$ cat config.mk
export PLATFORM = sky130hd
export DESIGN_NAME = flash_clock_security_regs
export DESIGN_NICKNAME = d
export VERILOG_FILES = /design/src/hw/flash_clock_security_pkg.sv /design/src/hw/flash_clock_security_regs.sv
export VERILOG_INCLUDE_DIRS = /design/src /design/src/hw
export SDC_FILE = /design/constraint.sdc
export NUM_CORES = 1
export LEC_CHECK = 0
export BUFFER_PORTS_ARGS = -buffer_cell sky130_fd_sc_hd__buf_2
export CAP_MARGIN = 5
export CORE_UTILIZATION = 40
export CTS_CLUSTER_SIZE = 16
export DETAILED_ROUTE_END_ITERATION = 8
export PLACE_DENSITY_LB_ADDON = 0.15
export SETUP_SLACK_MARGIN = 0.4
export SLEW_MARGIN = 20
export SYNTH_ARGS = -nofsm -noshare
export SYNTH_HDL_FRONTEND = slang
export SYNTH_SLANG_ARGS = --single-unit
$ cat constraint.sdc
create_clock -name pclk -period 2.1 [get_ports pclk]
set_clock_uncertainty 0.2 [all_clocks]
set_input_delay 0.42 -clock pclk [delete_from_list [all_inputs] [get_ports pclk]]
set_output_delay 0.42 -clock pclk [all_outputs]
set_load 0.005 [all_outputs]
$ cat src/hw/flash_clock_security_params.svh
`ifndef FLASH_CLOCK_SECURITY_PARAMS_SVH
`define FLASH_CLOCK_SECURITY_PARAMS_SVH

// Register indices, byte address is four times the index
`define IDX_CLOCK_DIVIDER 4'h0
`define IDX_SECURITY 4'h1
`define IDX_RESERVED_ONE 4'h2
`define IDX_CONFIG 4'h3
`define IDX_TEST_ADDR_LOW 4'h9
`define IDX_TEST_DATA_HIGH 4'ha
`define IDX_TEST_DATA_LOW 4'hb
`define IDX_RESERVED_THREE 4'hc
`define IDX_RESERVED_FOUR 4'hd
`define IDX_RESERVED_FIVE 4'he
`define IDX_LAST 4'hf

// Field positions
`define BIT_LOADED 7
`define BIT_PRESCALE 6
`define BIT_KEY_ACCESS 5
`define KEY_ENABLED 2'b10
`define LOCK_UNSECURED 2'b10

// Timing
`define PRESCALE_RATIO 8
`define PRESCALE_LAST 3'h7
`define MAX_DIVIDE_RATIO 512
`define CONFIG_BYTE_ADDR 16'hff0f

`endif

$ cat src/hw/flash_clock_security_pkg.sv
package flash_clock_security_pkg;

   typedef struct packed {
      logic [1:0] key_enable;
      logic [3:0] user_flags;
      logic [1:0] lock_state;
   } security_fields_t;

   typedef enum logic [2:0] {
      ST_LOAD = 3'b001,
      ST_WAIT = 3'b010,
      ST_RUN = 3'b100
   } load_state_t;

   typedef struct packed {
      load_state_t state;
      logic divider_loaded_flag;
      logic prescale_by_eight;
      logic [5:0] divider_value;
      security_fields_t security;
      logic key_write_access;
      logic [2:0] prescale_count;
      logic [5:0] divide_count;
      logic flash_clock_tick;
      logic [31:0] prdata;
   } regs_state_t;

endpackage

$ cat src/hw/flash_clock_security_regs.sv
// Decided for this implementation: the APB slave port.
`include "flash_clock_security_params.svh"
`timescale 1ns/1ps
`default_nettype none

module flash_clock_security_regs
   import flash_clock_security_pkg::*;
#(
   parameter int ADDR_WIDTH = 12
) (
   input wire logic pclk, // APB clock, 125 MHz
   input wire logic presetn, // Async reset, active low
   input wire logic psel, // APB select
   input wire logic penable, // APB access phase
   input wire logic pwrite, // APB direction
   input wire logic [ADDR_WIDTH-1:0] paddr, // APB byte address
   input wire logic [31:0] pwdata, // APB write data
   output logic [31:0] prdata, // APB read data
   output logic pready, // APB ready
   output logic pslverr, // APB error, unmapped index, misaligned or out-of-range address
   output logic config_read_req, // Request configuration byte
   output logic [15:0] config_read_addr, // Configuration byte address
   input wire logic config_read_valid, // Configuration byte returned
   input wire logic [7:0] config_read_data, // Configuration byte value
   input wire logic backdoor_unsecure, // Successful backdoor key pulse
   output logic flash_clock_tick, // One-cycle flash clock enable
   output logic backdoor_key_enabled, // Backdoor key access enabled
   output logic part_unsecured, // Part is unsecured
   output logic key_write_access // Key writes gated open
);

   initial begin
      if (ADDR_WIDTH < 6 || ADDR_WIDTH > 32) begin
         $error("ADDR_WIDTH out of range");
      end
   end

   regs_state_t cur;
   regs_state_t next_cur;

   function automatic logic is_mapped(input logic [3:0] idx);
      is_mapped = (idx <= `IDX_CONFIG) || (idx >= `IDX_TEST_ADDR_LOW && idx <= `IDX_RESERVED_FIVE);
   endfunction

   logic [3:0] reg_index;
   logic word_aligned;
   logic in_range;
   logic access;
   logic wr;
   logic rd;
   logic [7:0] divider_word;
   logic [7:0] security_word;
   logic [7:0] config_word;

   assign reg_index = paddr[5:2];
   assign word_aligned = (paddr[1:0] == 2'b00);
   assign in_range = (paddr >> 6) == '0;
   assign access = psel && penable;
   assign wr = access && pwrite && word_aligned && in_range && is_mapped(reg_index);
   // Read is decoded in setup so the data word stands through the access cycle
   assign rd = psel && !penable && !pwrite;

   assign divider_word = {cur.divider_loaded_flag, cur.prescale_by_eight, cur.divider_value};
   assign security_word = cur.security;
   assign config_word = {2'b00, cur.key_write_access, 5'b00000};

   // ****************************************
   // Next state
   // ****************************************
   always_comb begin
      next_cur = cur;
      next_cur.flash_clock_tick = 1'b0;
      case (cur.state)
         ST_LOAD: begin
            next_cur.state = ST_WAIT;
         end
         ST_WAIT: begin
            if (config_read_valid) begin
               next_cur.security = config_read_data;
               next_cur.state = ST_RUN;
            end
         end
         ST_RUN: begin
         end
         default: begin
            next_cur.state = ST_LOAD;
         end
      endcase

      // Backdoor unsecure wins over the reset load
      if (backdoor_unsecure) begin
         next_cur.security.lock_state = `LOCK_UNSECURED;
      end

      if (wr && reg_index == `IDX_CLOCK_DIVIDER && !cur.divider_loaded_flag) begin
         next_cur.prescale_by_eight = pwdata[`BIT_PRESCALE];
         next_cur.divider_value = pwdata[5:0];
         next_cur.divider_loaded_flag = 1'b1;
      end
      // Security and reserved registers simply drop writes
      if (wr && reg_index == `IDX_CONFIG) begin
         next_cur.key_write_access = pwdata[`BIT_KEY_ACCESS] &&
            (cur.security.key_enable == `KEY_ENABLED);
      end

      // Divider runs only once loaded; ratio is at most 8 x 64 = 512
      if (cur.divider_loaded_flag) begin
         if (cur.prescale_by_eight && cur.prescale_count != `PRESCALE_LAST) begin
            next_cur.prescale_count = cur.prescale_count + 3'h1;
         end else begin
            next_cur.prescale_count = 3'h0;
            if (cur.divide_count >= cur.divider_value) begin
               next_cur.divide_count = 6'h00;
               next_cur.flash_clock_tick = 1'b1;
            end else begin
               next_cur.divide_count = cur.divide_count + 6'h01;
            end
         end
      end

      next_cur.prdata = 32'h0000_0000;
      if (rd && word_aligned && in_range) begin
         case (reg_index)
            `IDX_CLOCK_DIVIDER: next_cur.prdata = {24'h00_0000, divider_word};
            `IDX_SECURITY: next_cur.prdata = {24'h00_0000, security_word};
            `IDX_CONFIG: next_cur.prdata = {24'h00_0000, config_word};
            default: next_cur.prdata = 32'h0000_0000;
         endcase
      end
   end

   // ****************************************
   // State registers
   // ****************************************
   always_ff @(posedge pclk or negedge presetn) begin
      if (!presetn) begin
         cur <= '{state: ST_LOAD, security: 8'h00, default: '0};
      end else begin
         cur <= next_cur;
      end
   end

   // Read data registered at setup, presented during access
   logic pending;
   always_ff @(posedge pclk or negedge presetn) begin
      if (!presetn) begin
         pending <= 1'b0;
      end else begin
         pending <= psel && !penable;
      end
   end

   assign pready = pending;
   assign prdata = cur.prdata;
   assign pslverr = access && pending && !(word_aligned && in_range && is_mapped(reg_index));
   assign config_read_req = (cur.state == ST_WAIT);
   assign config_read_addr = `CONFIG_BYTE_ADDR;
   assign flash_clock_tick = cur.flash_clock_tick;
   assign backdoor_key_enabled = (cur.security.key_enable == `KEY_ENABLED);
   assign part_unsecured = (cur.security.lock_state == `LOCK_UNSECURED);
   assign key_write_access = cur.key_write_access;

endmodule // flash_clock_security_regs

`default_nettype wire

==> flow_summary.yaml, run 1 <==
power_and_ir_drop:
  sequentialPowerShare_pct: 50.3
  pwr_density_cell_nw_per_um2: 656
  vdd_drop_max_mv: 0.372
  cellInternalPower_mw: 1.34
  power.share.clock_pct: 30.4
  report.power.total_mw: 1.84
  netSwitchingFraction_pct: 27.1
  share_comb_of_total_power_pct: 19.2
  total_leakage_power_nw: 1.42
  power_switching_mw: 0.498
floorplan:
  io_pins: 114
  core_area_um2: 5470
  starting_density_of_the_core_pct: 41.4
  die_area_um2: 5960
  std_cell_rows: 27
  fp.dieH_um: 77.2
  die-width_um: 77.2
synth:
  synth_top_cell_area_share_pct: 42.0
  synth.lib_cells_used.distinct: 37
  postSynth.asyncResetShare_pct: 100
  synth_top_area_cell: "sky130_fd_sc_hd__dfrtp_1"
  synth-seq-cells: 39
  mappedNetlistArea_um2: 2260
  top_area_cells_in_the_synthesized_netlist: "sky130_fd_sc_hd__dfrtp_1 (42%), sky130_fd_sc_hd__buf_4 (16%), sky130_fd_sc_hd__mux2_2 (7.0%)"
  synth.yosys.seq_area_share_pct: 43.2
  synth.top_cells.by_count: "sky130_fd_sc_hd__buf_4 (48), sky130_fd_sc_hd__dfrtp_1 (38), sky130_fd_sc_hd__nor2_1 (20), sky130_fd_sc_hd__mux2_2 (14)"
  synth_edf_count: 0
  yosysWarningCount: 0
  postSynthCellCount: 228
  post_synth.cell_area_avg_um2: 9.93
  ys.flop_type: "sky130_fd_sc_hd__dfrtp_1"
  post-synth-top-count-cell: "sky130_fd_sc_hd__buf_4"
hold_path:
  hold_path_startpoint: "backdoor_unsecure"
  worstHoldPathType: "input pin to register"
drt:
  initialDrtViolationCount: 66
  route.detailed.vias_per_inst: 4.57
  wire_length_per_cell_um: 11.8
  route.antenna.remaining_nets: 0
  finalWirelength_mm: 4.27
  route.detailed.drc: 0
  via_count: 1656
  drt-pass1-iter-count: 6
sta:
  timing.fmax_ghz: 0.545
  timing_max_transition_violations_final: 0
  totalNegativeSetupSlack_ns: 0
  setup_viol: 0
  final.min_clock_period_ns: 1.84
  hold_ws_ns: 0.0907
  rsz_0062_raised_after_global_routing: "true"
  report.final.hold_viol_count: 0
  min_period_over_period_pct: 87.4
worst_setup_path:
  critPathLaunch: "paddr[10]"
  crit_path_kind: "input pin to primary output"
  worstPathMaxFanout: 2
  worstSetupEndpointType: "primary output"
  critPathRequiredTime_ns: 1.48
  arrival_ns: 1.22
  setup.worst_path.start_class: "input pin"
  timing.rr.start: "cur[35]"
cts:
  number_of_h_tree_branching_levels: 2
  cts.root.buffer_cell: "sky130_fd_sc_hd__clkbuf_8"
  cts.clk_slew.worst_paths_ns: 0.07
  clock_insertion_delay_worst_skew_ns: 0.29
  cts_tree: "yes"
  clock_sinks: 39
  cts-root-to-sink-buffers: 2
  cts-buffers-inserted: 5
global_route:
  groute.usage.overall_pct: 15.3
  grt_first_pass_wirelength_mm: 7.05
  largest_net_degree_at_the_start_of_global_routing: 24
  number_of_global_route_vias_before_repair: 1498
  grt_antenna_before_repair: 0
  globalRoute.totalOverflow: 0
layout:
  design.final.nets: 357
  syn2layout_area_growth_pct: 23.9
  layout-drive-gt1-share_pct: 39.3
  n_fill_cell: 509
  fin_util_pct: 51.3
  finalNonFillerCells: 362
  diodes: 0
placement:
  number_of_instances_in_the_placed_design: 341
  post_dp_hpwl_mm: 3.00
  globalplace.congestion: 0.699
  numPortBuffers: 48
flow_run:
  maxCapViolCount: 0
outcome:
  outcome: "complete, no violations"
[metrics by stage]
step | cell area, um^2 | setup slack (ns)
5_1_grt | 2810 | 0.188
3_5_place_dp | 2420 | 0.159
3_3_place_gp | 2420 | 0.111
4_1_cts | 2650 | 0.285
6_report | 2810 | 0.265
2_1_floorplan | 2410 | 0.377
[power by group through the flow]
stage / logic (mW) / registers, mW / clock network (mW)
final: 0.354 / 0.927 / 0.560
after CTS: 0.351 / 0.927 / 0.571
after detailed placement: 0.307 / 0.942 / 0
after floorplan: 0.257 / 0.921 / 0
after global routing: 0.402 / 0.944 / 0.604
after global placement: 0.298 / 0.941 / 0
[state kept, by name, indices dropped and copies added, names as in the netlist]
name,count
pready,1
cur,28
flash_clock_tick,1
prdata,8
key_write_access,1
[per-layer routing]
metal / track usage (%) / up-vias / share of wire [%]
met5: 0 / - / 0
met4: 5.85 / 0 / 2.2
met3: 4.88 / 9 / 7.5
met2: 23.5 / 74 / 46
met1: 19.9 / 767 / 44
li1: - / 806 / -
[area by class of cell]
type	instances	area [um^2]	area share, %
Sequential cell	39	977	34.8
Inverter	13	48.8	1.74
Clock buffer	8	100	3.57
Timing Repair Buffer	67	427	15.2
Tap cell	72	90.1	3.21
Multi-Input combinational cell	163	1160	41.4
[worst paths after layout]
path | cells after the start | endpoint | slack (ns)
setup / recovery | 6 | pslverr | 0.26
hold / removal | 2 | cur[43] | 0.09
setup reg to reg | 7 | cur[35] | 0.28
hold reg to reg | 1 | cur[47] | 0.31
max in group asynchronous | 3 | prdata[4] | 0.84
min in group asynchronous | 2 | cur[45] | 0.39
[cells by family after synthesis]
kind of cell	Yosys count	synth area share, %
other	2	0.332
AND/OR/NAND/NOR	63	14.9
XOR/XNOR	1	0.387
flip-flops	39	43.2
adder cells (fa/ha/maj)	9	4.98
buffers and inverters	64	18.6
AO/OA/AOI/OAI	34	9.78
multiplexers	16	7.85
[worst max-delay path, stage by stage]
cell and delay (ns):
sky130_fd_sc_hd__buf_6 0.10, sky130_fd_sc_hd__nor4_4 0.28, sky130_fd_sc_hd__nand2_2 0.10, sky130_fd_sc_hd__a21oi_4 0.15, sky130_fd_sc_hd__nor2_2 0.05, sky130_fd_sc_hd__buf_2 0.12
[timing repair]
item / CTS / global route
setup buffers: 8 / 4
resized for setup: 10 / 24
hold endpoints to repair: 15 / 0
pin swaps: 5 / 10
gates cloned: 0 / 0
hold buffers: 1 / 0
setup endpoints to repair: 16 / 16
[layout by cell type, fill, tap and decap left out, types with 3 or more instances in the layout]
cell type,n
sky130_fd_sc_hd__ha_1,7
sky130_fd_sc_hd__buf_4,16
sky130_fd_sc_hd__inv_1,10
sky130_fd_sc_hd__o21ai_0,4
sky130_fd_sc_hd__a21o_1,7
sky130_fd_sc_hd__nand3_1,7
sky130_fd_sc_hd__dfrtp_1,38
sky130_fd_sc_hd__inv_2,3
sky130_fd_sc_hd__nor4_4,3
sky130_fd_sc_hd__clkbuf_8,7
sky130_fd_sc_hd__nor2b_1,5
sky130_fd_sc_hd__buf_2,44
sky130_fd_sc_hd__mux2_2,14
sky130_fd_sc_hd__a22oi_1,8
sky130_fd_sc_hd__a21oi_1,5
sky130_fd_sc_hd__nand2_1,11
sky130_fd_sc_hd__buf_6,5
sky130_fd_sc_hd__nand2b_4,3
sky130_fd_sc_hd__conb_1,40
sky130_fd_sc_hd__nor2_1,18
Note: power is estimated with default switching activity, not from simulation.
==> run 2, diff against run 1 <==
Settings changed: CORE_UTILIZATION 40 to 35, PLACE_DENSITY_LB_ADDON 0.15 to not set.
==> run 2 against run 1 <==
  * Design area is 2.0% higher
  * Wire length up 7.4%
  * Sequential power about the same
  * Largest power group unchanged
  * Core utilization shrank 4.0 points
  * Flip-flop and latch count is the same
  * Non-clock buffer count up 4
  * Clock power up 18%
  * Via count is 1.1% higher
  * Register-to-register slack barely moved
  * Maximum frequency is 0.30% lower
  * Combinational power up 3%
==> flow_summary.yaml, run 2 (synthesized netlist as in run 1, its figures left out) <==
sta:
  final.min_clock_period_ns: 1.84
  timing_max_transition_violations_final: 0
  totalNegativeSetupSlack_ns: 0
  min_period_over_period_pct: 87.7
  hold_ws_ns: 0.0805
  report.final.hold_viol_count: 0
  rsz_0062_raised_after_global_routing: "true"
  setup_viol: 0
  timing.fmax_ghz: 0.543
floorplan:
  io_pins: 114
  die-width_um: 82.4
  starting_density_of_the_core_pct: 37.3
  core_area_um2: 6060
  std_cell_rows: 28
  die_area_um2: 6790
  fp.dieH_um: 82.4
hold_path:
  hold_path_depth: 2
  hold_path_startpoint: "backdoor_unsecure"
  worstHoldPathType: "input pin to register"
global_route:
  number_of_global_route_vias_before_repair: 1486
  globalRoute.totalOverflow: 0
  largest_net_degree_at_the_start_of_global_routing: 40
  groute.usage.overall_pct: 14.5
  grt_antenna_before_repair: 0
  grt_first_pass_wirelength_mm: 7.18
layout:
  layout.cells.most_common_list: "sky130_fd_sc_hd__buf_2 (44), sky130_fd_sc_hd__conb_1 (40), sky130_fd_sc_hd__dfrtp_1 (36), sky130_fd_sc_hd__nor2_1 (19), sky130_fd_sc_hd__buf_4 (19)"
  syn2layout_area_growth_pct: 26.4
  top_reg_by_flops: "cur"
  mostFrequentLayoutCell: "sky130_fd_sc_hd__buf_2"
  fin_util_pct: 47.2
  largest_register_ff_count: 28
  layout-drive-gt1-share_pct: 41.5
  design.final.nets: 361
  diodes: 0
placement:
  globalplace.congestion: 0.698
  numPortBuffers: 48
  post_dp_hpwl_mm: 3.17
cts:
  cts.root.buffer_cell: "sky130_fd_sc_hd__clkbuf_8"
  clock_insertion_delay_worst_skew_ns: 0.30
  cts-root-to-sink-buffers: 2
  cts-buffers-inserted: 5
  cts.clk_slew.worst_paths_ns: 0.08
  number_of_h_tree_branching_levels: 2
  clock_sinks: 39
  cts_tree: "yes"
power_and_ir_drop:
  vdd_drop_max_mv: 0.644
  total_leakage_power_nw: 1.44
  pwr_density_cell_nw_per_um2: 682
drt:
  route.detailed.vias_per_inst: 4.54
  initialDrtViolationCount: 53
  route.antenna.remaining_nets: 0
  via_count: 1675
  finalWirelength_mm: 4.59
  drt-pass1-iter-count: 4
  route.detailed.drc: 0
  wire_length_per_cell_um: 12.4
worst_setup_path:
  arrival_ns: 1.22
  worstSetupEndpointType: "primary output"
  timing.rr.start: "cur[35]"
  critPathRequiredTime_ns: 1.48
  critPathLaunch: "paddr[0]"
  setup.worst_path.start_class: "input pin"
  crit_path_kind: "input pin to primary output"
  r2r_cells: 7
  worstPathMaxFanout: 2
outcome:
  outcome: "complete, no violations"
flow_run:
  maxCapViolCount: 0
[run 2: worst max-delay path, stage by stage]
cell,delay (ns)
sky130_fd_sc_hd__buf_6,0.10
sky130_fd_sc_hd__nor4_4,0.28
sky130_fd_sc_hd__nand2_2,0.11
sky130_fd_sc_hd__a21oi_4,0.14
sky130_fd_sc_hd__nor2_1,0.06
sky130_fd_sc_hd__buf_2,0.12
[run 2: repair_timing]
item | 4_1_cts | 5_1_grt
setup endpoints to repair | 17 | 16
pin swaps | 14 | 6
hold buffers | 1 | 0
hold endpoints to repair | 38 | 0
setup buffers | 14 | 2
resized for setup | 29 | 11
[run 2: final cells by class]
type | instances | area [um^2]
inverter | 13 | 48.8
tap | 75 | 93.8
timing repair buffer | 71 | 452
clock buffer | 6 | 82.6
sequential | 39 | 980
clock inverter | 2 | 35.0
fill | 587 | 3200
multi-input combinational | 163 | 1170
[run 2: path summary, 6_finish.rpt]
path                       endpoint  slack (ns)
setup / recovery            pslverr        0.26
max in group asynchronous   cur[36]        0.84
min in group asynchronous   cur[44]        0.50
setup reg to reg            cur[37]        0.28
hold / removal              cur[43]        0.08
hold reg to reg             cur[48]        0.32
[run 2: layer usage]
metal,share of wire [%],vias to the layer above,track usage [%]
li1,-,813,-
met1,42,796,17.9
met2,50,61,24.3
met3,6.2,5,4.40
met4,1.1,0,4.21
met5,0,-,0
[run 2: report_power, final]
group	internal (mW)	switching [mW]	total, mW
Combinational	0.197	0.168	0.365
Sequential	0.852	0.0777	0.930
Clock	0.385	0.273	0.658
Total	1.43	0.518	1.95
[run 2: stage by stage]
stage	instance area (um^2)	setup slack [ns]	total power [mW]	std cells
final	2860	0.259	1.95	369
after global routing	2860	0.196	2.07	369
after CTS	2810	0.286	1.97	367
after detailed placement	2420	0.135	1.25	344
after global placement	2420	0.114	1.24	344
after floorplan	2410	0.377	1.18	266
